==> config.mk <==
export PLATFORM = sky130hd
export DESIGN_NAME = tcd_top
export DESIGN_NICKNAME = d
export VERILOG_FILES = /design/src/tcd_pkg.sv /design/src/tcd_sec_tick.sv /design/src/tcd_clamp.sv /design/src/tcd_top.sv
export VERILOG_INCLUDE_DIRS = /design/src /design/src/src
export SDC_FILE = /design/constraint.sdc
export NUM_CORES = 2
export LEC_CHECK = 0
export BUFFER_PORTS_ARGS = -buffer_cell sky130_fd_sc_hd__buf_4
export CAP_MARGIN = 20
export CORE_MARGIN = 5
export CORE_UTILIZATION = 50
export CTS_BUF_LIST = sky130_fd_sc_hd__clkbuf_4 sky130_fd_sc_hd__clkbuf_8 sky130_fd_sc_hd__clkbuf_16
export CTS_CLUSTER_DIAMETER = 30
export DETAILED_ROUTE_END_ITERATION = 10
export MAX_ROUTING_LAYER = met4
export PLACE_DENSITY = 0.7
export SLEW_MARGIN = 20
export SYNTH_ARGS = -nofsm -noshare
export SYNTH_HDL_FRONTEND = slang
export SYNTH_HIERARCHICAL = 1
export SYNTH_SLANG_ARGS = --single-unit
==> constraint.sdc <==
create_clock -name i_core_clk -period 15.1 [get_ports i_core_clk]
set_clock_uncertainty 0.1 [all_clocks]
set_input_delay 3.02 -clock i_core_clk [delete_from_list [all_inputs] [get_ports i_core_clk]]
set_output_delay 3.02 -clock i_core_clk [all_outputs]
set_load 0.1 [all_outputs]
==> src/tcd_map.svh <==
/*
 * Register offsets, field positions, reset values and timing counts of
 * the timing command decoder.
 * Assumes it is included once per compilation unit by its bare name.
 */
`ifndef TCD_MAP_SVH
`define TCD_MAP_SVH

`define TCD_OFF_CMD 6'h00
`define TCD_OFF_ARG0 6'h04
`define TCD_OFF_ARG1 6'h08
`define TCD_OFF_ARG2 6'h0c
`define TCD_OFF_RESP 6'h10
`define TCD_OFF_STAT 6'h14
`define TCD_OFF_MASK 6'h18
`define TCD_OFF_CTRL 6'h1c

`define TCD_F_SUB 7:0
`define TCD_F_BYTE 15:8
`define TCD_F_QRY 16
`define TCD_F_VALID 31
`define TCD_F_RELOAD 0

`define TCD_MASK_PRI 0
`define TCD_MASK_SUP 2
`define TCD_MASK_AUTO 6
`define TCD_MASK0_USED 16'h0045
`define TCD_MASK0_RST 16'h0045

`define TCD_TC_RST 32'sh0000_01f4
`define TCD_DAMP_RST 32'sh0000_03e8
`define TCD_GAIN_RST 32'sh0000_03e8
`define TCD_VMIN_RST 32'sh0000_0000
`define TCD_VMAX_RST 32'sh0000_1388
`define TCD_THR_RST 32'sh0000_03e8
`define TCD_PPB_RST 32'sh0000_0032
`define TCD_INIT_DAC_RST 32'sh0000_09c4

`define TCD_JAM_MIN_NS 32'sh0000_0032
`define TCD_SLEW_MIN_PPB 32'sh0000_0005
`define TCD_ALIGN_NS 32'sh0000_0014

`define TCD_BCAST_MS 1000
`define TCD_CLK_KHZ 200000
`define TCD_BCAST_CYCLES (`TCD_BCAST_MS * `TCD_CLK_KHZ)

`endif

==> src/tcd_pkg.sv <==
/*
 * Types of the timing command decoder: loop states and command codes.
 * Assumes nothing of its surroundings.
 */
package tcd_pkg;

  typedef enum logic [1:0] {
    TCD_ST_LOCK = 2'b00,
    TCD_ST_HOLD = 2'b01,
    TCD_ST_RECOV = 2'b11,
    TCD_ST_OFF = 2'b10
  } tcd_disc_t;

  typedef enum logic [7:0] {
    TCD_SUB_DISC = 8'ha3,
    TCD_SUB_MASK = 8'ha5,
    TCD_SUB_SURV = 8'ha6,
    TCD_SUB_REF = 8'ha7,
    TCD_SUB_PARAM = 8'ha8
  } tcd_sub_t;

  typedef enum logic [7:0] {
    TCD_DC_JAM = 8'h00,
    TCD_DC_RECOVER = 8'h01,
    TCD_DC_HOLD_IN = 8'h02,
    TCD_DC_HOLD_OUT = 8'h03,
    TCD_DC_OFF = 8'h04,
    TCD_DC_ON = 8'h05
  } tcd_dcmd_t;

  typedef enum logic [7:0] {
    TCD_SV_RESTART = 8'h00,
    TCD_SV_STORE = 8'h01,
    TCD_SV_ERASE = 8'h02
  } tcd_surv_t;

  typedef enum logic [7:0] {
    TCD_REF_SAT = 8'h00,
    TCD_REF_EXT = 8'h01
  } tcd_ref_t;

endpackage

==> src/tcd_sec_tick.sv <==
/*
 * Divider that gives a one-cycle tick every PERIOD clock cycles.
 * Assumes a synchronous active-high reset on the same clock.
 */
`timescale 1ns/10ps

module tcd_sec_tick #(
  parameter int unsigned PERIOD = 2
) (
  input wire logic i_core_clk,
  input wire logic i_rst,
  output logic o_tick
);

  localparam int W = ($clog2(PERIOD) < 1) ? 1 : $clog2(PERIOD);

  logic [W-1:0] cnt_q;

  always_ff @(posedge i_core_clk) begin
    if (i_rst) begin
      cnt_q <= '0;
      o_tick <= 1'b0;
    end else if (cnt_q == W'(PERIOD - 1)) begin
      cnt_q <= '0;
      o_tick <= 1'b1;
    end else begin
      cnt_q <= cnt_q + 1'b1;
      o_tick <= 1'b0;
    end
  end

endmodule

==> src/tcd_clamp.sv <==
/*
 * Combinational signed limiter: holds a value between two bounds.
 * Assumes the lower bound is not above the upper bound.
 */
`timescale 1ns/10ps

module tcd_clamp (
  input wire logic signed [31:0] i_val,
  input wire logic signed [31:0] i_lo,
  input wire logic signed [31:0] i_hi,
  output logic signed [31:0] o_val
);

  always_comb begin
    if (i_val < i_lo) begin
      o_val = i_lo;
    end else if (i_val > i_hi) begin
      o_val = i_hi;
    end else begin
      o_val = i_val;
    end
  end

endmodule

==> src/tcd_top.sv <==
/*
 * Host command decoder of a disciplined timing module: takes command
 * frames over an Avalon-MM slave, drives the disciplining loop state,
 * broadcast gating, survey strobes, reference choice and loop settings.
 * Assumes the offset and loop DAC inputs come from logic on i_core_clk.
 */
// The implementer's own choices: the register addresses and register access over Avalon-MM.
`timescale 1ns/10ps
`include "tcd_map.svh"

// Overview of operation
// - Disciplining command answered with an echo.
// - Disciplining codes one to five drive states.
// - Mask command sets masks or returns them.
// - Mask bit one enables, zero suppresses broadcast.
// - Bits 0, 2, 6 gate primary, supplemental, auto.
// - Survey codes restart, store, erase; then report.
// - Reference zero satellite, one external; report.
// - Type-only parameter packet is a query; always answer.
// - Type zero sets loop time constant, damping.
// - Type one sets gain; DAC kept within bounds.
// - Recovery removes offset by stepping or slewing.
// - Recovery offset above threshold triggers jam sync.
// - Active jam threshold never below 50 ns.
// - Threshold at or below zero stops auto jams.
// - Recovery slew limited, limit at least 5 ppb.
// - Type three initial DAC loaded on a reload write.
// - Enabled primary report broadcast every second.
module tcd_top #(
  parameter int unsigned BCAST_CYCLES = `TCD_BCAST_CYCLES
) (
  input wire logic i_core_clk,
  input wire logic i_rst,
  input wire logic [5:0] i_avs_address,
  input wire logic i_avs_read,
  input wire logic i_avs_write,
  input wire logic [31:0] i_avs_writedata,
  input wire logic [3:0] i_avs_byteenable,
  output logic [31:0] o_avs_readdata,
  output logic o_avs_waitrequest,
  input wire logic signed [31:0] i_pps_offset_ns,
  input wire logic signed [31:0] i_loop_dac_mv,
  output logic [1:0] o_disc_state,
  output logic o_ref_external,
  output logic o_jam_sync,
  output logic signed [31:0] o_dac_mv,
  output logic signed [31:0] o_slew_ppb,
  output logic signed [31:0] o_time_const_s,
  output logic signed [31:0] o_damping_milli,
  output logic signed [31:0] o_osc_gain,
  output logic o_survey_restart,
  output logic o_pos_store,
  output logic o_pos_erase,
  output logic o_bcast_primary,
  output logic o_bcast_supp,
  output logic o_bcast_auto
);

  logic ack_q;
  logic rd_take;
  logic wr_take;
  logic cmd_go;
  logic reload;
  logic [7:0] sub;
  logic [7:0] cb;
  logic qry;
  logic acc;
  logic rsp;
  logic go_disc;
  logic go_mask;
  logic go_surv;
  logic go_ref;
  logic go_set;
  logic tick;
  logic man_jam;
  logic auto_jam;
  logic [31:0] rdata_d;
  logic [31:0] resp_q;
  logic pend_q;
  logic [7:0] pend_sub_q;
  logic [7:0] pend_cb_q;
  logic [31:0] args_q [3];
  logic signed [31:0] rb [3];
  logic [15:0] mask0_q;
  tcd_pkg::tcd_disc_t state_q;
  logic signed [31:0] vmin_q;
  logic signed [31:0] vmax_q;
  logic signed [31:0] thr_q;
  logic signed [31:0] ppb_q;
  logic signed [31:0] init_q;
  logic signed [31:0] off_abs;
  logic signed [31:0] dac_src;
  logic signed [31:0] dac_lim;
  logic signed [31:0] slew_lim;
  logic signed [31:0] neg_off;
  logic signed [31:0] neg_ppb;

  function automatic logic hit(input logic [5:0] addr,
                               input logic [5:0] off);
    hit = (addr[5:2] == off[5:2]);
  endfunction

  function automatic logic signed [31:0] abs32(
      input logic signed [31:0] v);
    abs32 = (v < 0) ? -v : v;
  endfunction

  function automatic logic [31:0] merge(input logic [31:0] o,
                                       input logic [31:0] n,
                                       input logic [3:0] be);
    for (int i = 0; i < 4; i++) begin
      merge[i*8 +: 8] = be[i] ? n[i*8 +: 8] : o[i*8 +: 8];
    end
  endfunction

  // Every access waits exactly one cycle, then is taken on the next edge.
  assign o_avs_waitrequest = (i_avs_read | i_avs_write) & ~ack_q;
  assign rd_take = ack_q & i_avs_read;
  assign wr_take = ack_q & i_avs_write;

  always_ff @(posedge i_core_clk) begin
    if (i_rst) begin
      ack_q <= 1'b0;
    end else begin
      ack_q <= (i_avs_read | i_avs_write) & ~ack_q;
    end
  end

  always_comb begin
    rdata_d = 32'h0000_0000;
    if (hit(i_avs_address, `TCD_OFF_ARG0)) begin
      rdata_d = args_q[0];
    end else if (hit(i_avs_address, `TCD_OFF_ARG1)) begin
      rdata_d = args_q[1];
    end else if (hit(i_avs_address, `TCD_OFF_ARG2)) begin
      rdata_d = args_q[2];
    end else if (hit(i_avs_address, `TCD_OFF_RESP)) begin
      rdata_d = resp_q;
    end else if (hit(i_avs_address, `TCD_OFF_STAT)) begin
      rdata_d = {28'h000_0000, resp_q[`TCD_F_VALID], o_ref_external,
                 state_q};
    end else if (hit(i_avs_address, `TCD_OFF_MASK)) begin
      rdata_d = {16'h0000, mask0_q};
    end
  end

  always_ff @(posedge i_core_clk) begin
    if (i_rst) begin
      o_avs_readdata <= 32'h0000_0000;
    end else if (i_avs_read & ~ack_q) begin
      o_avs_readdata <= rdata_d;
    end
  end

  assign sub = i_avs_writedata[`TCD_F_SUB];
  assign cb = i_avs_writedata[`TCD_F_BYTE];
  assign qry = i_avs_writedata[`TCD_F_QRY];
  assign cmd_go = wr_take & hit(i_avs_address, `TCD_OFF_CMD)
                  & (&i_avs_byteenable[2:0]);
  assign reload = wr_take & hit(i_avs_address, `TCD_OFF_CTRL)
                  & i_avs_byteenable[0] & i_avs_writedata[`TCD_F_RELOAD];

  // Codes outside each command's list leave acc low and change nothing.
  always_comb begin
    acc = 1'b0;
    rsp = 1'b0;
    case (sub)
      tcd_pkg::TCD_SUB_DISC: begin
        acc = (cb <= tcd_pkg::TCD_DC_ON);
        rsp = acc;
      end
      tcd_pkg::TCD_SUB_MASK: begin
        acc = 1'b1;
        rsp = qry;
      end
      tcd_pkg::TCD_SUB_SURV: begin
        acc = (cb <= tcd_pkg::TCD_SV_ERASE);
        rsp = acc;
      end
      tcd_pkg::TCD_SUB_REF: begin
        acc = (cb <= tcd_pkg::TCD_REF_EXT);
        rsp = acc;
      end
      tcd_pkg::TCD_SUB_PARAM: begin
        acc = (cb <= 8'h03) && (qry || cb != 8'h01
              || $signed(args_q[1]) <= $signed(args_q[2]));
        rsp = acc;
      end
      default: begin
        acc = 1'b0;
        rsp = 1'b0;
      end
    endcase
  end

  assign go_disc = cmd_go & acc & (sub == tcd_pkg::TCD_SUB_DISC);
  assign go_mask = cmd_go & acc & (sub == tcd_pkg::TCD_SUB_MASK) & ~qry;
  assign go_surv = cmd_go & acc & (sub == tcd_pkg::TCD_SUB_SURV);
  assign go_ref = cmd_go & acc & (sub == tcd_pkg::TCD_SUB_REF);
  assign go_set = cmd_go & acc & (sub == tcd_pkg::TCD_SUB_PARAM) & ~qry;
  assign off_abs = abs32(i_pps_offset_ns);

  // Commands win over the automatic end of recovery.
  always_ff @(posedge i_core_clk) begin
    if (i_rst) begin
      state_q <= tcd_pkg::TCD_ST_LOCK;
    end else if (go_disc) begin
      if (cb == tcd_pkg::TCD_DC_RECOVER && state_q != tcd_pkg::TCD_ST_OFF)
      begin
        state_q <= tcd_pkg::TCD_ST_RECOV;
      end else if (cb == tcd_pkg::TCD_DC_HOLD_IN
                   && state_q != tcd_pkg::TCD_ST_OFF) begin
        state_q <= tcd_pkg::TCD_ST_HOLD;
      end else if (cb == tcd_pkg::TCD_DC_HOLD_OUT
                   && state_q == tcd_pkg::TCD_ST_HOLD) begin
        state_q <= tcd_pkg::TCD_ST_RECOV;
      end else if (cb == tcd_pkg::TCD_DC_OFF) begin
        state_q <= tcd_pkg::TCD_ST_OFF;
      end else if (cb == tcd_pkg::TCD_DC_ON
                   && state_q == tcd_pkg::TCD_ST_OFF) begin
        state_q <= tcd_pkg::TCD_ST_LOCK;
      end
    end else begin
      unique case (state_q)
        tcd_pkg::TCD_ST_RECOV: begin
          if (off_abs <= `TCD_ALIGN_NS) begin
            state_q <= tcd_pkg::TCD_ST_LOCK;
          end
        end
        tcd_pkg::TCD_ST_LOCK, tcd_pkg::TCD_ST_HOLD,
        tcd_pkg::TCD_ST_OFF: begin
          state_q <= state_q;
        end
      endcase
    end
  end

  assign o_disc_state = state_q;

  // A manual jam is honoured whatever the threshold holds.
  assign man_jam = go_disc & (cb == tcd_pkg::TCD_DC_JAM);
  assign auto_jam = (state_q == tcd_pkg::TCD_ST_RECOV) & (thr_q > 0)
                    & (off_abs > thr_q) & ~o_jam_sync;

  always_ff @(posedge i_core_clk) begin
    if (i_rst) begin
      o_jam_sync <= 1'b0;
    end else begin
      o_jam_sync <= man_jam | auto_jam;
    end
  end

  always_ff @(posedge i_core_clk) begin
    if (i_rst) begin
      o_survey_restart <= 1'b0;
      o_pos_store <= 1'b0;
      o_pos_erase <= 1'b0;
    end else begin
      o_survey_restart <= go_surv & (cb == tcd_pkg::TCD_SV_RESTART);
      o_pos_store <= go_surv & (cb == tcd_pkg::TCD_SV_STORE);
      o_pos_erase <= go_surv & (cb == tcd_pkg::TCD_SV_ERASE);
    end
  end

  always_ff @(posedge i_core_clk) begin
    if (i_rst) begin
      o_ref_external <= 1'b0;
    end else if (go_ref) begin
      o_ref_external <= (cb == tcd_pkg::TCD_REF_EXT);
    end
  end

  always_ff @(posedge i_core_clk) begin
    if (i_rst) begin
      mask0_q <= `TCD_MASK0_RST;
    end else if (go_mask) begin
      mask0_q <= args_q[0][15:0] & `TCD_MASK0_USED;
    end
  end

  always_ff @(posedge i_core_clk) begin
    if (i_rst) begin
      o_time_const_s <= `TCD_TC_RST;
      o_damping_milli <= `TCD_DAMP_RST;
      o_osc_gain <= `TCD_GAIN_RST;
      vmin_q <= `TCD_VMIN_RST;
      vmax_q <= `TCD_VMAX_RST;
      thr_q <= `TCD_THR_RST;
      ppb_q <= `TCD_PPB_RST;
      init_q <= `TCD_INIT_DAC_RST;
    end else if (go_set) begin
      unique case (cb[1:0])
        2'h0: begin
          o_time_const_s <= $signed(args_q[0]);
          o_damping_milli <= $signed(args_q[1]);
        end
        2'h1: begin
          o_osc_gain <= $signed(args_q[0]);
          vmin_q <= $signed(args_q[1]);
          vmax_q <= $signed(args_q[2]);
        end
        2'h2: begin
          if ($signed(args_q[0]) <= 0 ||
              $signed(args_q[0]) >= `TCD_JAM_MIN_NS) begin
            thr_q <= $signed(args_q[0]);
          end else begin
            thr_q <= `TCD_JAM_MIN_NS;
          end
          if ($signed(args_q[1]) < `TCD_SLEW_MIN_PPB) begin
            ppb_q <= `TCD_SLEW_MIN_PPB;
          end else begin
            ppb_q <= $signed(args_q[1]);
          end
        end
        2'h3: begin
          init_q <= $signed(args_q[0]);
        end
      endcase
    end
  end

  // The DAC follows the loop only while disciplining and stays bounded.
  always_comb begin
    if (reload) begin
      dac_src = init_q;
    end else if (state_q == tcd_pkg::TCD_ST_LOCK
                 || state_q == tcd_pkg::TCD_ST_RECOV) begin
      dac_src = i_loop_dac_mv;
    end else begin
      dac_src = o_dac_mv;
    end
  end

  tcd_clamp u_dac_clamp (
    .i_val(dac_src),
    .i_lo(vmin_q),
    .i_hi(vmax_q),
    .o_val(dac_lim)
  );

  always_ff @(posedge i_core_clk) begin
    if (i_rst) begin
      o_dac_mv <= `TCD_INIT_DAC_RST;
    end else begin
      o_dac_mv <= dac_lim;
    end
  end

  assign neg_off = -i_pps_offset_ns;
  assign neg_ppb = -ppb_q;

  tcd_clamp u_slew_clamp (
    .i_val(neg_off),
    .i_lo(neg_ppb),
    .i_hi(ppb_q),
    .o_val(slew_lim)
  );

  always_ff @(posedge i_core_clk) begin
    if (i_rst) begin
      o_slew_ppb <= 32'sh0000_0000;
    end else if (state_q == tcd_pkg::TCD_ST_RECOV) begin
      o_slew_ppb <= slew_lim;
    end else begin
      o_slew_ppb <= 32'sh0000_0000;
    end
  end

  tcd_sec_tick #(
    .PERIOD(BCAST_CYCLES)
  ) u_sec_tick (
    .i_core_clk(i_core_clk),
    .i_rst(i_rst),
    .o_tick(tick)
  );

  always_ff @(posedge i_core_clk) begin
    if (i_rst) begin
      o_bcast_primary <= 1'b0;
      o_bcast_supp <= 1'b0;
      o_bcast_auto <= 1'b0;
    end else begin
      o_bcast_primary <= tick & mask0_q[`TCD_MASK_PRI];
      o_bcast_supp <= tick & mask0_q[`TCD_MASK_SUP];
      o_bcast_auto <= tick & mask0_q[`TCD_MASK_AUTO];
    end
  end

  // The answer is built one cycle after the command, from stored values.
  always_ff @(posedge i_core_clk) begin
    if (i_rst) begin
      pend_q <= 1'b0;
      pend_sub_q <= 8'h00;
      pend_cb_q <= 8'h00;
    end else begin
      pend_q <= cmd_go & acc & rsp;
      pend_sub_q <= sub;
      pend_cb_q <= cb;
    end
  end

  always_comb begin
    rb[0] = 32'sh0000_0000;
    rb[1] = 32'sh0000_0000;
    rb[2] = 32'sh0000_0000;
    unique case (pend_cb_q[1:0])
      2'h0: begin
        rb[0] = o_time_const_s;
        rb[1] = o_damping_milli;
      end
      2'h1: begin
        rb[0] = o_osc_gain;
        rb[1] = vmin_q;
        rb[2] = vmax_q;
      end
      2'h2: begin
        rb[0] = thr_q;
        rb[1] = ppb_q;
      end
      2'h3: begin
        rb[0] = init_q;
      end
    endcase
  end

  // A new answer wins over a read that clears the valid flag.
  always_ff @(posedge i_core_clk) begin
    if (i_rst) begin
      resp_q <= 32'h0000_0000;
    end else if (pend_q) begin
      resp_q <= {1'b1, 15'h0000, pend_cb_q, pend_sub_q};
    end else if (rd_take && hit(i_avs_address, `TCD_OFF_RESP)) begin
      resp_q[`TCD_F_VALID] <= 1'b0;
    end
  end

  always_ff @(posedge i_core_clk) begin
    if (i_rst) begin
      for (int i = 0; i < 3; i++) begin
        args_q[i] <= 32'h0000_0000;
      end
    end else if (pend_q && pend_sub_q == tcd_pkg::TCD_SUB_PARAM) begin
      for (int i = 0; i < 3; i++) begin
        args_q[i] <= rb[i];
      end
    end else if (pend_q && pend_sub_q == tcd_pkg::TCD_SUB_MASK) begin
      args_q[0] <= {16'h0000, mask0_q};
    end else if (wr_take) begin
      for (int i = 0; i < 3; i++) begin
        if (hit(i_avs_address, `TCD_OFF_ARG0 + 6'(4 * i))) begin
          args_q[i] <= merge(args_q[i], i_avs_writedata, i_avs_byteenable);
        end
      end
    end
  end
endmodule

==> results_dict.tcl <==
set metrics [dict create \
    outcome "completed" \
    hold_path_class "register to register" \
    path_max_fanout 32 \
    drive_gt1_share_pct 17.5 \
    syn_avg_cell_area_um2 8.67 \
    combPwrFrac_pct 9.6 \
    cp_slowest_cell "or4_1" \
    relSlewSlack_pct 27.1 \
    first_pass_iters 7 \
    fin_crit_ns 8.04 \
    io_buffers 310 \
    antenna_found_initial 4 \
    end_kind "register" \
    path_delay_family "simple AND/OR/NAND/NOR gates" \
    switching_share_pct 25.4 \
    hold_violations 0 \
    power.internal_mw 3.34 \
    stdcell_area_um2 37600 \
    async_flop_share_pct 0 \
    synth_area_um2 31000 \
    final_antenna_net_count 0 \
    dpl_cell_area_um2 33600 \
    cp.arrival_ns 8.54 \
    synth_top_area_share_pct 27.7 \
    ios 313 \
    critPathMaxStageDelay_ns 0.69 \
    viasPerCell 6.13 \
    cts_max_path_buffers 3 \
    drt_iter0_markers 3327 \
    drt-total-wl_um 110000 \
    ys.flop_type "dfxtp_1" \
    overflow 0 \
    ff2ff_setup_slack_ns 9.41 \
    fillerInstances 5232 \
    post-route-util_pct 61.1 \
    place.gp.congestion 0.984 \
    post-cts-setup-buffer-count 0 \
    setup_violations 0 \
    tightest_slew_ns 1.09 \
    rsz0062_at_grt "no" \
    start_util_pct 50.4 \
    place_hpwl_um 80000 \
    leakage_nw 15.7 \
    grt_max_degree 148 \
    core_um2 61600 \
    wl_per_cell_um 23.3 \
    cp-start-kind "primary input" \
    path_cells "buf_4 -> or4_1 -> or3_1 -> nor2_1 -> nand2_1 -> or3_1 -> nor3_1 -> ha_1 -> inv_1 -> ha_1 -> nand4_1 -> nor4_1 -> nand2_1 -> o21ai_0 -> a21o_2 -> nand3_1 -> a31oi_1 -> and2_1" \
    cts_tree "yes" \
    clk_pin_slew_ns 0.05 \
    die_x_um 259 \
    clkPwrFrac_pct 57.1 \
    synthTopCellsByArea "dfxtp_1, edfxtp_1, ha_1" \
    synth_top_area_cell "dfxtp_1" \
    numCtsBuffers 109 \
    synth.net_count 3889 \
    placed_cells 4511 \
    ys_seq_area_share_pct 37.0 \
    maxCapViolCount 0 \
    fin_cells 4723 \
    hold_ws_ns 0.343 \
    finalNetCount 4095 \
    routed-via-count 28900 \
    setup_tns_ns 0 \
    synth_edf_count 96 \
    clkLatencyLatePin_ns 0.66 \
    htreeDepth 3 \
    p_switching_mw 1.13 \
    yosys_register_bits 525 \
    grt_usage_pct 32.3 \
    critPathRequiredTime_ns 15.59 \
    die-height_um 259 \
    clock-sinks 525 \
    grt_pass1_wl_um 165000 \
    yosys_warnings 6 \
    ys_types 98 \
    post_cts_resized 0 \
    vdd_ir_drop_max_v 0.000102 \
    worst-path-buf-inv 2 \
    drv_slew 0 \
    row_count 91 \
    power_frac_seq_pct 33.3 \
    syn_inst 3580 \
    drcViolationCount 0 \
    dieArea_um2 67100 \
    grt_pass1_vias 26900 \
    powerDensity_nw_per_um2 119 \
    postCtsHoldBufs 0 \
    cts_root_buf "clkbuf_16" \
    max_clock_freq_mhz 124 \
    finalCritPeriodShare_pct 53.3 \
    critPathKind "primary input to register" \
    areaGrowthSynthToFinish_pct 21.3 \
]
## placed cells by master (no fill, tap or decap), types with 17 or more instances in the layout
cell	netlist	layout
a21o_1	30	30
a21oi_1	224	222
a22o_1	114	114
a22oi_1	19	19
a31oi_1	72	72
a32oi_1	27	27
and2_1	43	42
buf_4	7	342
clkbuf_16	0	112
clkbuf_4	0	20
clkinv_2	0	17
dfxtp_1	429	427
edfxtp_1	96	96
ha_1	199	198
inv_1	224	224
mux2_2	31	31
mux2i_1	171	171
mux4_2	32	32
nand2_1	368	368
nand3_1	107	107
nand4_1	64	64
nor2_1	324	321
nor2b_1	68	64
nor3_1	63	62
nor4_1	50	50
o211ai_1	29	29
o21a_1	20	20
o21ai_0	99	99
o21ai_1	63	63
or3_1	34	33
or3b_1	21	21
xnor2_1	64	64
xor2_1	32	32
## final cells by class
cell class,instances,area [um2],area share (%)
diodes,3,7.51,0.0199
clock buffers,148,3170,8.43
clock inverters,60,827,2.20
inverters,226,848,2.25
multi-input cells,2580,17700,46.9
flip-flops and latches,525,11500,30.5
well taps,837,1050,2.78
repair buffers,344,2590,6.89
## cells by family after synthesis
family / after synthesis / synth area share, %
xor gates and xnor gates: 96 / 2.71
AOI/OAI and AO/OA: 808 / 17.5
buffers and inverters: 475 / 6.25
muxes: 234 / 8.96
adders and majority gates: 199 / 8.02
DFF: 525 / 37.0
and+or+nand+nor: 1243 / 19.6
## final timing paths
| path | to | depth (start not counted) | start |
|---|---|---|---|
| worst max-delay path | o_slew_ppb[31]$_SDFF_PP0_ | 18 | i_pps_offset_ns[1] |
| worst min-delay path | u_sec_tick/cnt_q[0]$_SDFF_PP0_ | 1 | u_sec_tick/cnt_q[0]$_SDFF_PP0_ |
| worst max register to register | o_slew_ppb[5]$_SDFF_PP0_ | 17 | ppb_q[9]$_SDFFE_PP0P_ |
| worst min register to register | u_sec_tick/cnt_q[0]$_SDFF_PP0_ | 1 | u_sec_tick/cnt_q[0]$_SDFF_PP0_ |
## per-layer routing
layer  wire length [um]  vias to the layer above  global-route usage [%]
met5                  0                        -                       -
met4               5250                        0                    13.2
met3              11900                      264                    6.16
met2              47400                     1622                    47.1
met1              45400                    13700                    44.3
li1                   -                    13300                       -
## flip-flops by register name (all words and copies together), names as in the netlist, 8 cells and up
name              flops
pend_cb_q             8
thr_q                32
u_sec_tick/cnt_q     28
o_avs_readdata       32
o_osc_gain           32
args_q               96
resp_q               17
init_q               32
o_slew_ppb           32
o_time_const_s       32
vmax_q               32
o_dac_mv             32
pend_sub_q            8
vmin_q               32
o_damping_milli      32
ppb_q                32
## power by group through the flow
stage | sequential, mW | clock, mW | combinational [mW]
after floorplan | 1.58 | 0 | 0.222
after global placement | 1.51 | 0 | 0.419
after detailed placement | 1.51 | 0 | 0.422
after CTS | 1.49 | 2.57 | 0.425
after global routing | 1.49 | 2.65 | 0.460
final | 1.49 | 2.55 | 0.431
## cell usage after synthesis (11+ instances only)
cell	count
clkbuf_1	166
a32oi_1	27
a221oi_1	13
nand2b_1	13
xnor2_1	64
a211oi_1	15
o21ai_1	63
dfxtp_1	429
mux2i_1	171
nor4_1	50
mux4_2	32
buf_6	11
a21oi_1	224
a22oi_1	19
xor2_1	32
mux2_2	31
nor2b_1	68
o21ai_0	99
o41ai_1	12
or4_1	14
and2_1	43
buf_1	26
and3_1	12
inv_1	224
buf_2	38
a22o_1	114
or3b_1	21
o21a_1	20
nand3_1	107
a211o_1	11
or3_1	34
nand2_1	368
o211ai_1	29
edfxtp_1	96
or2_2	11
a21o_1	30
nand4_1	64
ha_1	199
nor2_1	324
a31oi_1	72
nor3_1	63
## metrics by stage
step / setup slack [ns] / total power [mW]
after global routing: 6.83 / 4.59
after CTS: 7.13 / 4.48
after floorplan: 7.66 / 1.80
after detailed placement: 6.47 / 1.93
final: 7.06 / 4.47
after global placement: 6.50 / 1.93
## worst reg2reg max path, delay by kind of cell, from the launching register on
family                   cells  cell delay [ns]
AND/OR/NAND/NOR             10             3.13
AO/OA/AOI/OAI                3             0.86
buffers and inverters        2             0.55
flip-flops                   1             0.43
adder cells (fa/ha/maj)      1             0.38
XOR/XNOR                     1             0.17
Note: power is estimated with default switching activity, not from simulation.
